### config.mk
export PLATFORM = sky130hd
export DESIGN_NAME = card_socket_control_signals
export DESIGN_NICKNAME = d
export VERILOG_FILES = /design/src/verilog/card_ctl_pkg.sv /design/src/verilog/card_socket_control_signals.sv
export SDC_FILE = /design/constraint.sdc
export NUM_CORES = 1
export LEC_CHECK = 0
export BUFFER_PORTS_ARGS = -buffer_cell sky130_fd_sc_hd__buf_2
export CAP_MARGIN = 20
export CORE_MARGIN = 2
export CORE_UTILIZATION = 30
export DETAILED_ROUTE_END_ITERATION = 10
export GPL_ROUTABILITY_DRIVEN = 0
export GPL_TIMING_DRIVEN = 1
export PLACE_DENSITY = 0.62
export SYNTH_ARGS = -nofsm -noshare
export SYNTH_HDL_FRONTEND = slang
export SYNTH_SLANG_ARGS = --single-unit
export TNS_END_PERCENT = 100
### constraint.sdc
create_clock -name clk -period 2 [get_ports clk]
set_input_delay 0.1 -clock clk [delete_from_list [all_inputs] [get_ports clk]]
set_output_delay 0.1 -clock clk [all_outputs]
set_load 0.01 [all_outputs]
### src/verilog/card_ctl_pkg.sv
`default_nettype none
package card_ctl_pkg;
  // battery condition codes reported to the host side
  typedef enum logic [1:0]
  {
    batt_good,
    batt_weak,
    batt_lost
  } batt_state_t;

  // host cycle kinds requested by the cycle engine
  typedef enum logic [2:0]
  {
    cyc_none,
    cyc_mem_read,
    cyc_mem_write,
    cyc_io_read,
    cyc_io_write
  } cycle_kind_t;

  // socket interface modes
  localparam logic MODE_MEM_ONLY = 1'h0;
  localparam logic MODE_IO       = 1'h1;

  // number of slots served by one instance
  localparam int unsigned SLOT_COUNT = 2;

  // synchroniser depth and reset level of active-low outputs
  localparam int unsigned SYNC_STAGES = 2;
  localparam logic        STROBE_IDLE = 1'h1;
endpackage
`default_nettype wire

### src/verilog/card_socket_control_signals.sv
// Contract
// both battery detects high means good
// detect two low, one high: weak
// detect one low: battery dead, data lost
// io mode status-change input flags alert
// ring mode reads status-change as ring
// audio accepted only in io mode
// both slots' audio merged onto one output
// both card detects low means inserted
// first enable even bytes, second odd bytes
// card acks only readable io addresses
// io read strobe during io reads
// io write strobe during io writes
// output enable during memory reads
// memory mode ready low means wait
// io mode ready pin is card irq
// attribute select high only for common memory
// two-flop sync on all card inputs
// no card or reset: strobes high
`timescale 1ns/1ps
`default_nettype none
module card_socket_control_signals
(
  input  wire logic                                        clk,
  input  wire logic                                        sys_rst,
  // per-slot host cycle engine requests
  input  wire card_ctl_pkg::cycle_kind_t                   cycle_kind [card_ctl_pkg::SLOT_COUNT],
  input  wire logic                                        cycle_attr [card_ctl_pkg::SLOT_COUNT],
  input  wire logic                                        byte_even [card_ctl_pkg::SLOT_COUNT],
  input  wire logic                                        byte_odd [card_ctl_pkg::SLOT_COUNT],
  input  wire logic                                        io_mode [card_ctl_pkg::SLOT_COUNT],
  input  wire logic                                        ring_mode [card_ctl_pkg::SLOT_COUNT],
  // per-slot card pins
  input  wire logic                                        card_detect_one [card_ctl_pkg::SLOT_COUNT],
  input  wire logic                                        card_detect_two [card_ctl_pkg::SLOT_COUNT],
  input  wire logic                                        batt_detect_one [card_ctl_pkg::SLOT_COUNT],
  input  wire logic                                        batt_detect_two [card_ctl_pkg::SLOT_COUNT],
  input  wire logic                                        ready_irq_in [card_ctl_pkg::SLOT_COUNT],
  input  wire logic                                        input_ack_n [card_ctl_pkg::SLOT_COUNT],
  output logic                                             even_byte_enable_n [card_ctl_pkg::SLOT_COUNT],
  output logic                                             odd_byte_enable_n [card_ctl_pkg::SLOT_COUNT],
  output logic                                             io_read_strobe_n [card_ctl_pkg::SLOT_COUNT],
  output logic                                             io_write_strobe_n [card_ctl_pkg::SLOT_COUNT],
  output logic                                             output_enable_n [card_ctl_pkg::SLOT_COUNT],
  output logic                                             write_enable_n [card_ctl_pkg::SLOT_COUNT],
  output logic                                             attr_select_n [card_ctl_pkg::SLOT_COUNT],
  // per-slot status to the host side
  output logic                                             card_present [card_ctl_pkg::SLOT_COUNT],
  output logic [1:0]                                       detect_state [card_ctl_pkg::SLOT_COUNT],
  output card_ctl_pkg::batt_state_t                        batt_state [card_ctl_pkg::SLOT_COUNT],
  output logic                                             status_change_alert [card_ctl_pkg::SLOT_COUNT],
  output logic                                             ring_indicate_in [card_ctl_pkg::SLOT_COUNT],
  output logic                                             card_ready [card_ctl_pkg::SLOT_COUNT],
  output logic                                             card_irq_n [card_ctl_pkg::SLOT_COUNT],
  output logic                                             io_read_acked [card_ctl_pkg::SLOT_COUNT],
  // combined speaker output
  output logic                                             combined_audio_out
);

  // decodes the battery pair into a condition code
  // a dead battery wins over a weak one, whatever detect two reads
  function automatic card_ctl_pkg::batt_state_t batt_decode(input logic one, input logic two);
    // detect one low wins
    if (!one)
      batt_decode = card_ctl_pkg::batt_lost;
    // weak battery
    else if (!two)
      batt_decode = card_ctl_pkg::batt_weak;
    // good battery
    else
      batt_decode = card_ctl_pkg::batt_good;
  endfunction

  // merged audio for the output flop
  logic nxt_audio;
  logic audio_ok [card_ctl_pkg::SLOT_COUNT];

  genvar s;
  generate
    for (s = 0; s < card_ctl_pkg::SLOT_COUNT; s = s + 1)
    begin : g_slot
      // raw pin bundle: cd1, cd2, batt_detect_one, batt_detect_two, ready, input_ack_n
      logic [5:0] sync1_ff;
      logic [5:0] sync2_ff;
      logic [5:0] raw_pins;
      // presence is registered, and the strobes gated by it follow
      // the card_present output one cycle later
      logic       nxt_present;
      logic       present_ff;
      logic       stat_prev_ff;
      logic       nxt_stat_prev;
      // status outputs computed off the synced pins
      card_ctl_pkg::batt_state_t nxt_batt;
      logic       nxt_ready;
      logic       nxt_irq;
      logic       nxt_acked;
      logic       ready_ff;
      logic       irq_ff;
      logic       acked_ff;
      // registered outputs and their next values
      logic nxt_ce_even;
      logic nxt_ce_odd;
      logic nxt_io_read_strobe_n;
      logic nxt_io_write_strobe_n;
      logic nxt_oe;
      logic nxt_we;
      logic nxt_reg;
      logic nxt_alert;
      logic nxt_ring;
      logic ce_even_ff;
      logic ce_odd_ff;
      logic io_read_strobe_n_ff;
      logic io_write_strobe_n_ff;
      logic oe_ff;
      logic we_ff;
      logic reg_ff;
      logic alert_ff;
      logic ring_ff;
      card_ctl_pkg::batt_state_t batt_ff;

      assign raw_pins = {card_detect_one[s], card_detect_two[s], batt_detect_one[s],
                         batt_detect_two[s], ready_irq_in[s], input_ack_n[s]};

      // two-flop sync
      // a card may be pulled at any moment, so every pin is asynchronous;
      // resetting to ones reads as no card and no acknowledge
      always_ff @(posedge clk or posedge sys_rst)
      begin
        if (sys_rst)
        begin
          sync1_ff <= 6'h3f;
          sync2_ff <= 6'h3f;
        end
        else
        begin
          sync1_ff <= raw_pins;
          sync2_ff <= sync1_ff;
        end
      end

      // strobe and status next-state logic; the case below only runs
      // with a card present, so a pulled card drops every strobe at once
      always_comb
      begin
        // both detects low
        nxt_present   = !sync2_ff[5] && !sync2_ff[4];
        // good, weak or lost from the synced pair
        nxt_batt      = batt_decode(sync2_ff[3], sync2_ff[2]);
        // memory mode ready level
        nxt_ready     = (io_mode[s] == card_ctl_pkg::MODE_MEM_ONLY) ? sync2_ff[1] : 1'h0;
        // io mode irq pin
        nxt_irq       = (io_mode[s] == card_ctl_pkg::MODE_IO) ? sync2_ff[1] : 1'h1;
        // ack during our read
        nxt_acked     = !sync2_ff[0] && !io_read_strobe_n_ff;
        nxt_ce_even   = card_ctl_pkg::STROBE_IDLE;
        nxt_ce_odd    = card_ctl_pkg::STROBE_IDLE;
        nxt_io_read_strobe_n      = card_ctl_pkg::STROBE_IDLE;
        nxt_io_write_strobe_n      = card_ctl_pkg::STROBE_IDLE;
        nxt_oe        = card_ctl_pkg::STROBE_IDLE;
        nxt_we        = card_ctl_pkg::STROBE_IDLE;
        nxt_reg       = card_ctl_pkg::STROBE_IDLE;
        nxt_stat_prev = sync2_ff[3];
        nxt_alert     = 1'h0;
        nxt_ring      = 1'h0;
        // strobes idle without a card
        if (present_ff && cycle_kind[s] != card_ctl_pkg::cyc_none)
        begin
          // even/odd byte enables
          nxt_ce_even = !byte_even[s];
          nxt_ce_odd  = !byte_odd[s];
          case (cycle_kind[s])
            // output enable for memory reads
            card_ctl_pkg::cyc_mem_read:
            begin
              nxt_oe  = 1'h0;
              nxt_reg = !cycle_attr[s];
            end
            card_ctl_pkg::cyc_mem_write:
            begin
              nxt_we  = 1'h0;
              nxt_reg = !cycle_attr[s];
            end
            // io read strobe
            card_ctl_pkg::cyc_io_read:
            begin
              nxt_io_read_strobe_n = 1'h0;
              // attribute select for io space
              nxt_reg  = 1'h0;
            end
            // io write strobe
            card_ctl_pkg::cyc_io_write:
            begin
              nxt_io_write_strobe_n = 1'h0;
              nxt_reg  = 1'h0;
            end
            default:
            begin
              nxt_ce_even = card_ctl_pkg::STROBE_IDLE;
              nxt_ce_odd  = card_ctl_pkg::STROBE_IDLE;
            end
          endcase
        end
        // shared pin: ring, or alert on an asserted (low) edge
        // the previous-level flop resets high; the falling edge that a low pin shows after reset release
        // is masked because present_ff rises a cycle later, so reset release never fakes an alert
        if (present_ff && io_mode[s] == card_ctl_pkg::MODE_IO)
        begin
          // ring detect reading
          if (ring_mode[s])
            nxt_ring = !sync2_ff[3];
          // status-change alert
          else
            nxt_alert = stat_prev_ff && !sync2_ff[3];
        end
      end

      // registers for this slot; idle values under reset
      always_ff @(posedge clk or posedge sys_rst)
      begin
        if (sys_rst)
        begin
          ce_even_ff   <= card_ctl_pkg::STROBE_IDLE;
          ce_odd_ff    <= card_ctl_pkg::STROBE_IDLE;
          io_read_strobe_n_ff      <= card_ctl_pkg::STROBE_IDLE;
          io_write_strobe_n_ff      <= card_ctl_pkg::STROBE_IDLE;
          oe_ff        <= card_ctl_pkg::STROBE_IDLE;
          we_ff        <= card_ctl_pkg::STROBE_IDLE;
          reg_ff       <= card_ctl_pkg::STROBE_IDLE;
          stat_prev_ff <= 1'h1;
          alert_ff     <= 1'h0;
          ring_ff      <= 1'h0;
          batt_ff      <= card_ctl_pkg::batt_good;
          // no card and no interrupt request until the pins are seen
          present_ff   <= 1'h0;
          ready_ff     <= 1'h0;
          irq_ff       <= 1'h1;
          acked_ff     <= 1'h0;
        end
        else
        begin
          ce_even_ff   <= nxt_ce_even;
          ce_odd_ff    <= nxt_ce_odd;
          io_read_strobe_n_ff      <= nxt_io_read_strobe_n;
          io_write_strobe_n_ff      <= nxt_io_write_strobe_n;
          oe_ff        <= nxt_oe;
          we_ff        <= nxt_we;
          reg_ff       <= nxt_reg;
          stat_prev_ff <= nxt_stat_prev;
          alert_ff     <= nxt_alert;
          ring_ff      <= nxt_ring;
          batt_ff      <= nxt_batt;
          present_ff   <= nxt_present;
          ready_ff     <= nxt_ready;
          irq_ff       <= nxt_irq;
          acked_ff     <= nxt_acked;
        end
      end

      // every output below is a flop, so the host side never sees a
      // combinational glitch from the card pins or the mode inputs
      assign even_byte_enable_n[s]  = ce_even_ff;
      assign odd_byte_enable_n[s]   = ce_odd_ff;
      assign io_read_strobe_n[s]    = io_read_strobe_n_ff;
      assign io_write_strobe_n[s]   = io_write_strobe_n_ff;
      assign output_enable_n[s]     = oe_ff;
      assign write_enable_n[s]      = we_ff;
      assign attr_select_n[s]       = reg_ff;
      assign card_present[s]        = present_ff;
      assign detect_state[s]        = sync2_ff[5:4];
      assign batt_state[s]          = batt_ff;
      assign status_change_alert[s] = alert_ff;
      assign ring_indicate_in[s]    = ring_ff;
      assign card_ready[s]          = ready_ff;
      assign card_irq_n[s]          = irq_ff;
      assign io_read_acked[s]       = acked_ff;
      // audio only in io mode
      // limitation: io_mode is not synchronised, it must come from the clk domain
      assign audio_ok[s]            = present_ff && io_mode[s] == card_ctl_pkg::MODE_IO && sync2_ff[2];
    end
  endgenerate

  // exclusive-or mix of both slots
  // trade-off: exclusive-or keeps two tones audible as a beat, where an or
  // would let one slot's steady high mask the other
  always_comb
  begin
    nxt_audio = audio_ok[0] ^ audio_ok[1];
  end

  // audio output flop
  // registered so the speaker pin comes straight from a flop
  always_ff @(posedge clk or posedge sys_rst)
  begin
    if (sys_rst)
      combined_audio_out <= 1'h0;
    else
      combined_audio_out <= nxt_audio;
  end

endmodule // card_socket_control_signals
`default_nettype wire
# [Word level (Yosys, flattened, before mapping)]
# Index checks and enable logic that the tools add are counted.
[word_totals] register_bits=57 input_bits=30 elab_cells=124
[op_classes] eq_ne=8 mux=44 bitwise=1 reduce_logical=36
[op_table] cell="1-bit 2-to-1 mux" count=40
[op_table] cell="1-bit logical NOT" count=16
[op_table] cell="3-bit by 2-bit equality test with 1-bit output, second input constant" count=4
[op_table] cell="1-bit logical AND" count=12
[op_table] cell="2-bit OR reduction" count=4
[op_table] cell="4-bit OR reduction" count=2
[op_table] cell="3-bit by 1-bit equality test with 1-bit output, second input constant" count=2
[op_table] cell="3-bit equality test, second input constant" count=2
[op_table] cell="3-bit nonzero test" count=2
[op_table] cell="2-bit 2-to-1 mux" count=2
[op_table] cell="1-bit case mux with 2 select lines" count=2
[op_table] cell="1-bit XOR" count=1

# [Longest topological paths before layout]
[depth] depth_word=4 depth_mapped=2 mapped_depth_nobuf=2

# [Least setup slack after synthesis]
# Ideal clock, no wire load.
[synth_path] path_kind="register to register" start="reg g_slot[1].sync2_ff[2]" end="reg combined_audio_out" setup_time_ns=0.123 t_arrival_ns=0.729 path_slack_ns=1.148 path_stages_with_launch=3 path_buffers=0 synth_period_minus_slack_ns=0.852 path_cell_list="dfstp_2 -> nand3_1 -> xor2_1"
[synth_between] elab_chain_cells=2
[synth_rtl] item="start, declared" line_no="card_socket_control_signals.sv:84" source="logic [5:0] sync2_ff;"
[synth_rtl] item="start signal, assigned" line_no="card_socket_control_signals.sv:137" source="sync2_ff <= sync1_ff;"
[synth_rtl] item="1-bit logical AND" line_no="card_socket_control_signals.sv:278" source="assign audio_ok[s] = present_ff && io_mode[s] == card_ctl_pkg::MODE_IO && sync2_ff[2];"
[synth_rtl] item="1-bit XOR" line_no="card_socket_control_signals.sv:287" source="nxt_audio = audio_ok[0] ^ audio_ok[1];"
[synth_rtl] item="net nxt_audio" line_no="card_socket_control_signals.sv:75" source="logic nxt_audio;"
[synth_rtl] item="end signal, assigned" line_no="card_socket_control_signals.sv:297" source="combined_audio_out <= nxt_audio;"
[synth_rtl] item="end, declared" line_no="card_socket_control_signals.sv:57" source="output logic combined_audio_out"
# The timed path passes the listed nets, and every way through them passes these cells.

# [Worst setup path after layout]
[layout_path] start="reg g_slot[1].present_ff" end="out card_present[0] (netlist name)"
[layout_rtl] item="start, declared" line_no="card_socket_control_signals.sv:89" source="logic present_ff;"
[layout_rtl] item="start signal, assigned" line_no="card_socket_control_signals.sv:252" source="present_ff <= nxt_present;"
[layout_rtl] item="end, declared" line_no="card_socket_control_signals.sv:48" source="output logic card_present [card_ctl_pkg::SLOT_COUNT],"
# No word-level cell between the ends.

==> metrics.cfg <==
[grt]
grt-ovfl-total = 0
grt_use_total_pct = 10.1
grt_pass1_vias = 1211
grt_max_degree = 58
grt_pass1_wl_mm = 5.46
antenna_found_initial = 0

[die]
fp.coreArea_um2 = 6420
dieWidth_um = 85.9
rows = 29
dieArea_um2 = 7380
start_util_pct = 31.3
io_pins = 65
die_h_um = 85.9

[clock_tree]
clk_latency_ns = 0.33
cts_resized = 0
post-cts-setup-buffer-count = 0
cts_hold_repair.buffers = 27
clk_root_buffer_cell = clkbuf_8
htree_num_levels = 3
clkTransAtPathRegs_ns = 0.06
cts.sinks = 57
cts_buffers = 9
cts_tree = built
cts_buffer_depth = 2

[drt]
drtIter0Drc = 37
routed_wl_mm = 3.36
wire_per_inst_um = 11.6
via_count = 1183
routed_via_density = 4.08
postRouteAntennaNets = 0
dr.pass1.iters = 4
remaining_drc_errors = 0

[power]
power.internal_mw = 1.96
powerDensity_nw_per_um2 = 919
p_switching_mw = 0.515
ir_worst_vdd_v = 0.000404
clkPwrFrac_pct = 42.6
p_seq_share_pct = 50.4
switching_share_pct = 20.8
p_comb_share_pct = 7.0
total_leakage_power_nw = 1.20

[final_layout]
syn2layout_area_growth_pct = 33.8
n_antenna_cell = 0
finalNetCount = 238
largest_registers = g_slot.sync1_ff (12), g_slot.sync2_ff (12), g_slot.batt_ff (4)
fillers = 607
drive_gt1_share_pct = 59.2
final_cell_area_um2 = 2690

[run]
max_cap_viol_count = 0

[worst_setup_path]
cp_slowest_cell = dfrtp_1
cp_slowest_stage_delay_ns = 0.49
path_buf_inv = 1
cp.arrival_ns = 1.00
crit_required_ns = 1.90
cp-end-kind = output pin
crit_type = reg -> out
worstPathMaxFanout = 8
path_cells = buf_2
cpLargestDelayFamily = flip-flops
cp-start-kind = register

[synth]
synth_edf_count = 0
ys_types = 23
syn_avg_cell_area_um2 = 14.9
syn_inst = 135
ys.flop_type = dfstp_2
syn_nets = 165
syn-cell-area_um2 = 2010
seq_area_frac_synth_pct = 73.5
netlist_top_cells_area = dfstp_2, dfrtp_1, buf_4
synth_top_area_cell = dfstp_2
synth_top_cell_area_share_pct = 54.8
ys_ff_latch = 57
synthArstFlopShare_pct = 100
yosys.cell_count.top_type = dfstp_2
yosys_warnings = 0
synth_commonest_cells = dfstp_2, buf_4, dfrtp_1

[sta]
tightest_slew_ns = 0.354
timing.slew.headroom_pct = 76.2
slew_viol_final = 0
period_minus_slack_ns = 1.10
holdWs_ns = 0.0433
hold_viol_final = 0
fmax_ghz = 0.908
rsz0062_at_grt = no
setup_viol = 0
setup-tns-final_ns = 0
skew_ns = 0.00430
period_share_pct = 55.1

[placement]
dp_hpwl_mm = 2.18
dpl_cell_area_um2 = 2220
portBuffers = 64

[outcome]
status = complete, no violations

[hold_path]
min_path_type = in -> reg

## cell usage in the layout, fill, tap and decap left out, drive strengths merged, types with 3 or more instances in the layout
cell type | netlist | layout
clkbuf | 0 | 13
nor3b | 3 | 3
nand3 | 4 | 4
dlygate4sd3 | 0 | 27
inv | 3 | 3
nor2b | 3 | 3
dfrtp | 15 | 15
nand2 | 4 | 4
o211ai | 3 | 3
nor2 | 7 | 7
dfstp | 42 | 42
buf | 30 | 65
nand3b | 4 | 4
## cell families after synthesis
group	count (synthesis)	share of synthesized area, %
AOI/OAI and AO/OA	10	4.04
xor gates and xnor gates	1	0.435
buffers and inverters	33	11.7
DFF	57	73.5
and+or+nand+nor	34	10.3
## path summary, 6_finish.rpt
kind | cells past startpoint | from | end | slack (ns)
worst min register to register | 0 | g_slot[1].sync1_ff[1] | g_slot[1].sync2_ff[1] | 0.35
worst max register to register | 2 | g_slot[1].present_ff | g_slot[1].alert_ff | 1.01
max in group asynchronous | 4 | sys_rst | g_slot[1].sync1_ff[0] | 1.33
worst min-delay path | 3 | cycle_attr[1] | g_slot[0].reg_ff | 0.04
min in group asynchronous | 4 | sys_rst | g_slot[0].acked_ff | 0.37
worst max-delay path | 1 | g_slot[1].present_ff | card_present[0] | 0.90
## through the flow
stage	total power, mW	std cells	util [%]	setup WS, ns
floorplan	1.34	135	-	0.570
global placement	1.40	247	34.6	1.07
detailed placement	1.40	247	34.6	0.988
CTS	2.53	290	41.9	0.857
global route	2.60	290	41.9	0.830
finish	2.48	290	41.9	0.899
## power groups by stage
stage	logic (mW)	registers, mW	clock network (mW)
after detailed placement	0.136	1.27	0
after floorplan	0.0808	1.26	0
after global placement	0.134	1.26	0
after global routing	0.193	1.25	1.15
after CTS	0.177	1.25	1.10
final	0.174	1.25	1.05
## cell type report
class,count,area (um^2),area share [%]
well taps,77,96.3,3.58
repair buffers,92,611,22.7
clock buffers,13,159,5.90
multi-input cells,45,298,11.1
inverters,3,11.3,0.418
flip-flops and latches,57,1480,54.9
clock inverters,3,40.0,1.49
## metal layers
layer  GRT usage [%]  part of all wire [%]  up-vias
li1                -                     -      556
met1            10.9                    41      573
met2            15.6                    49       42
met3            4.04                   6.5       12
met4            8.23                   3.3        0
met5               0                     0        -
No activity file was read; power rests on OpenSTA's default activity.
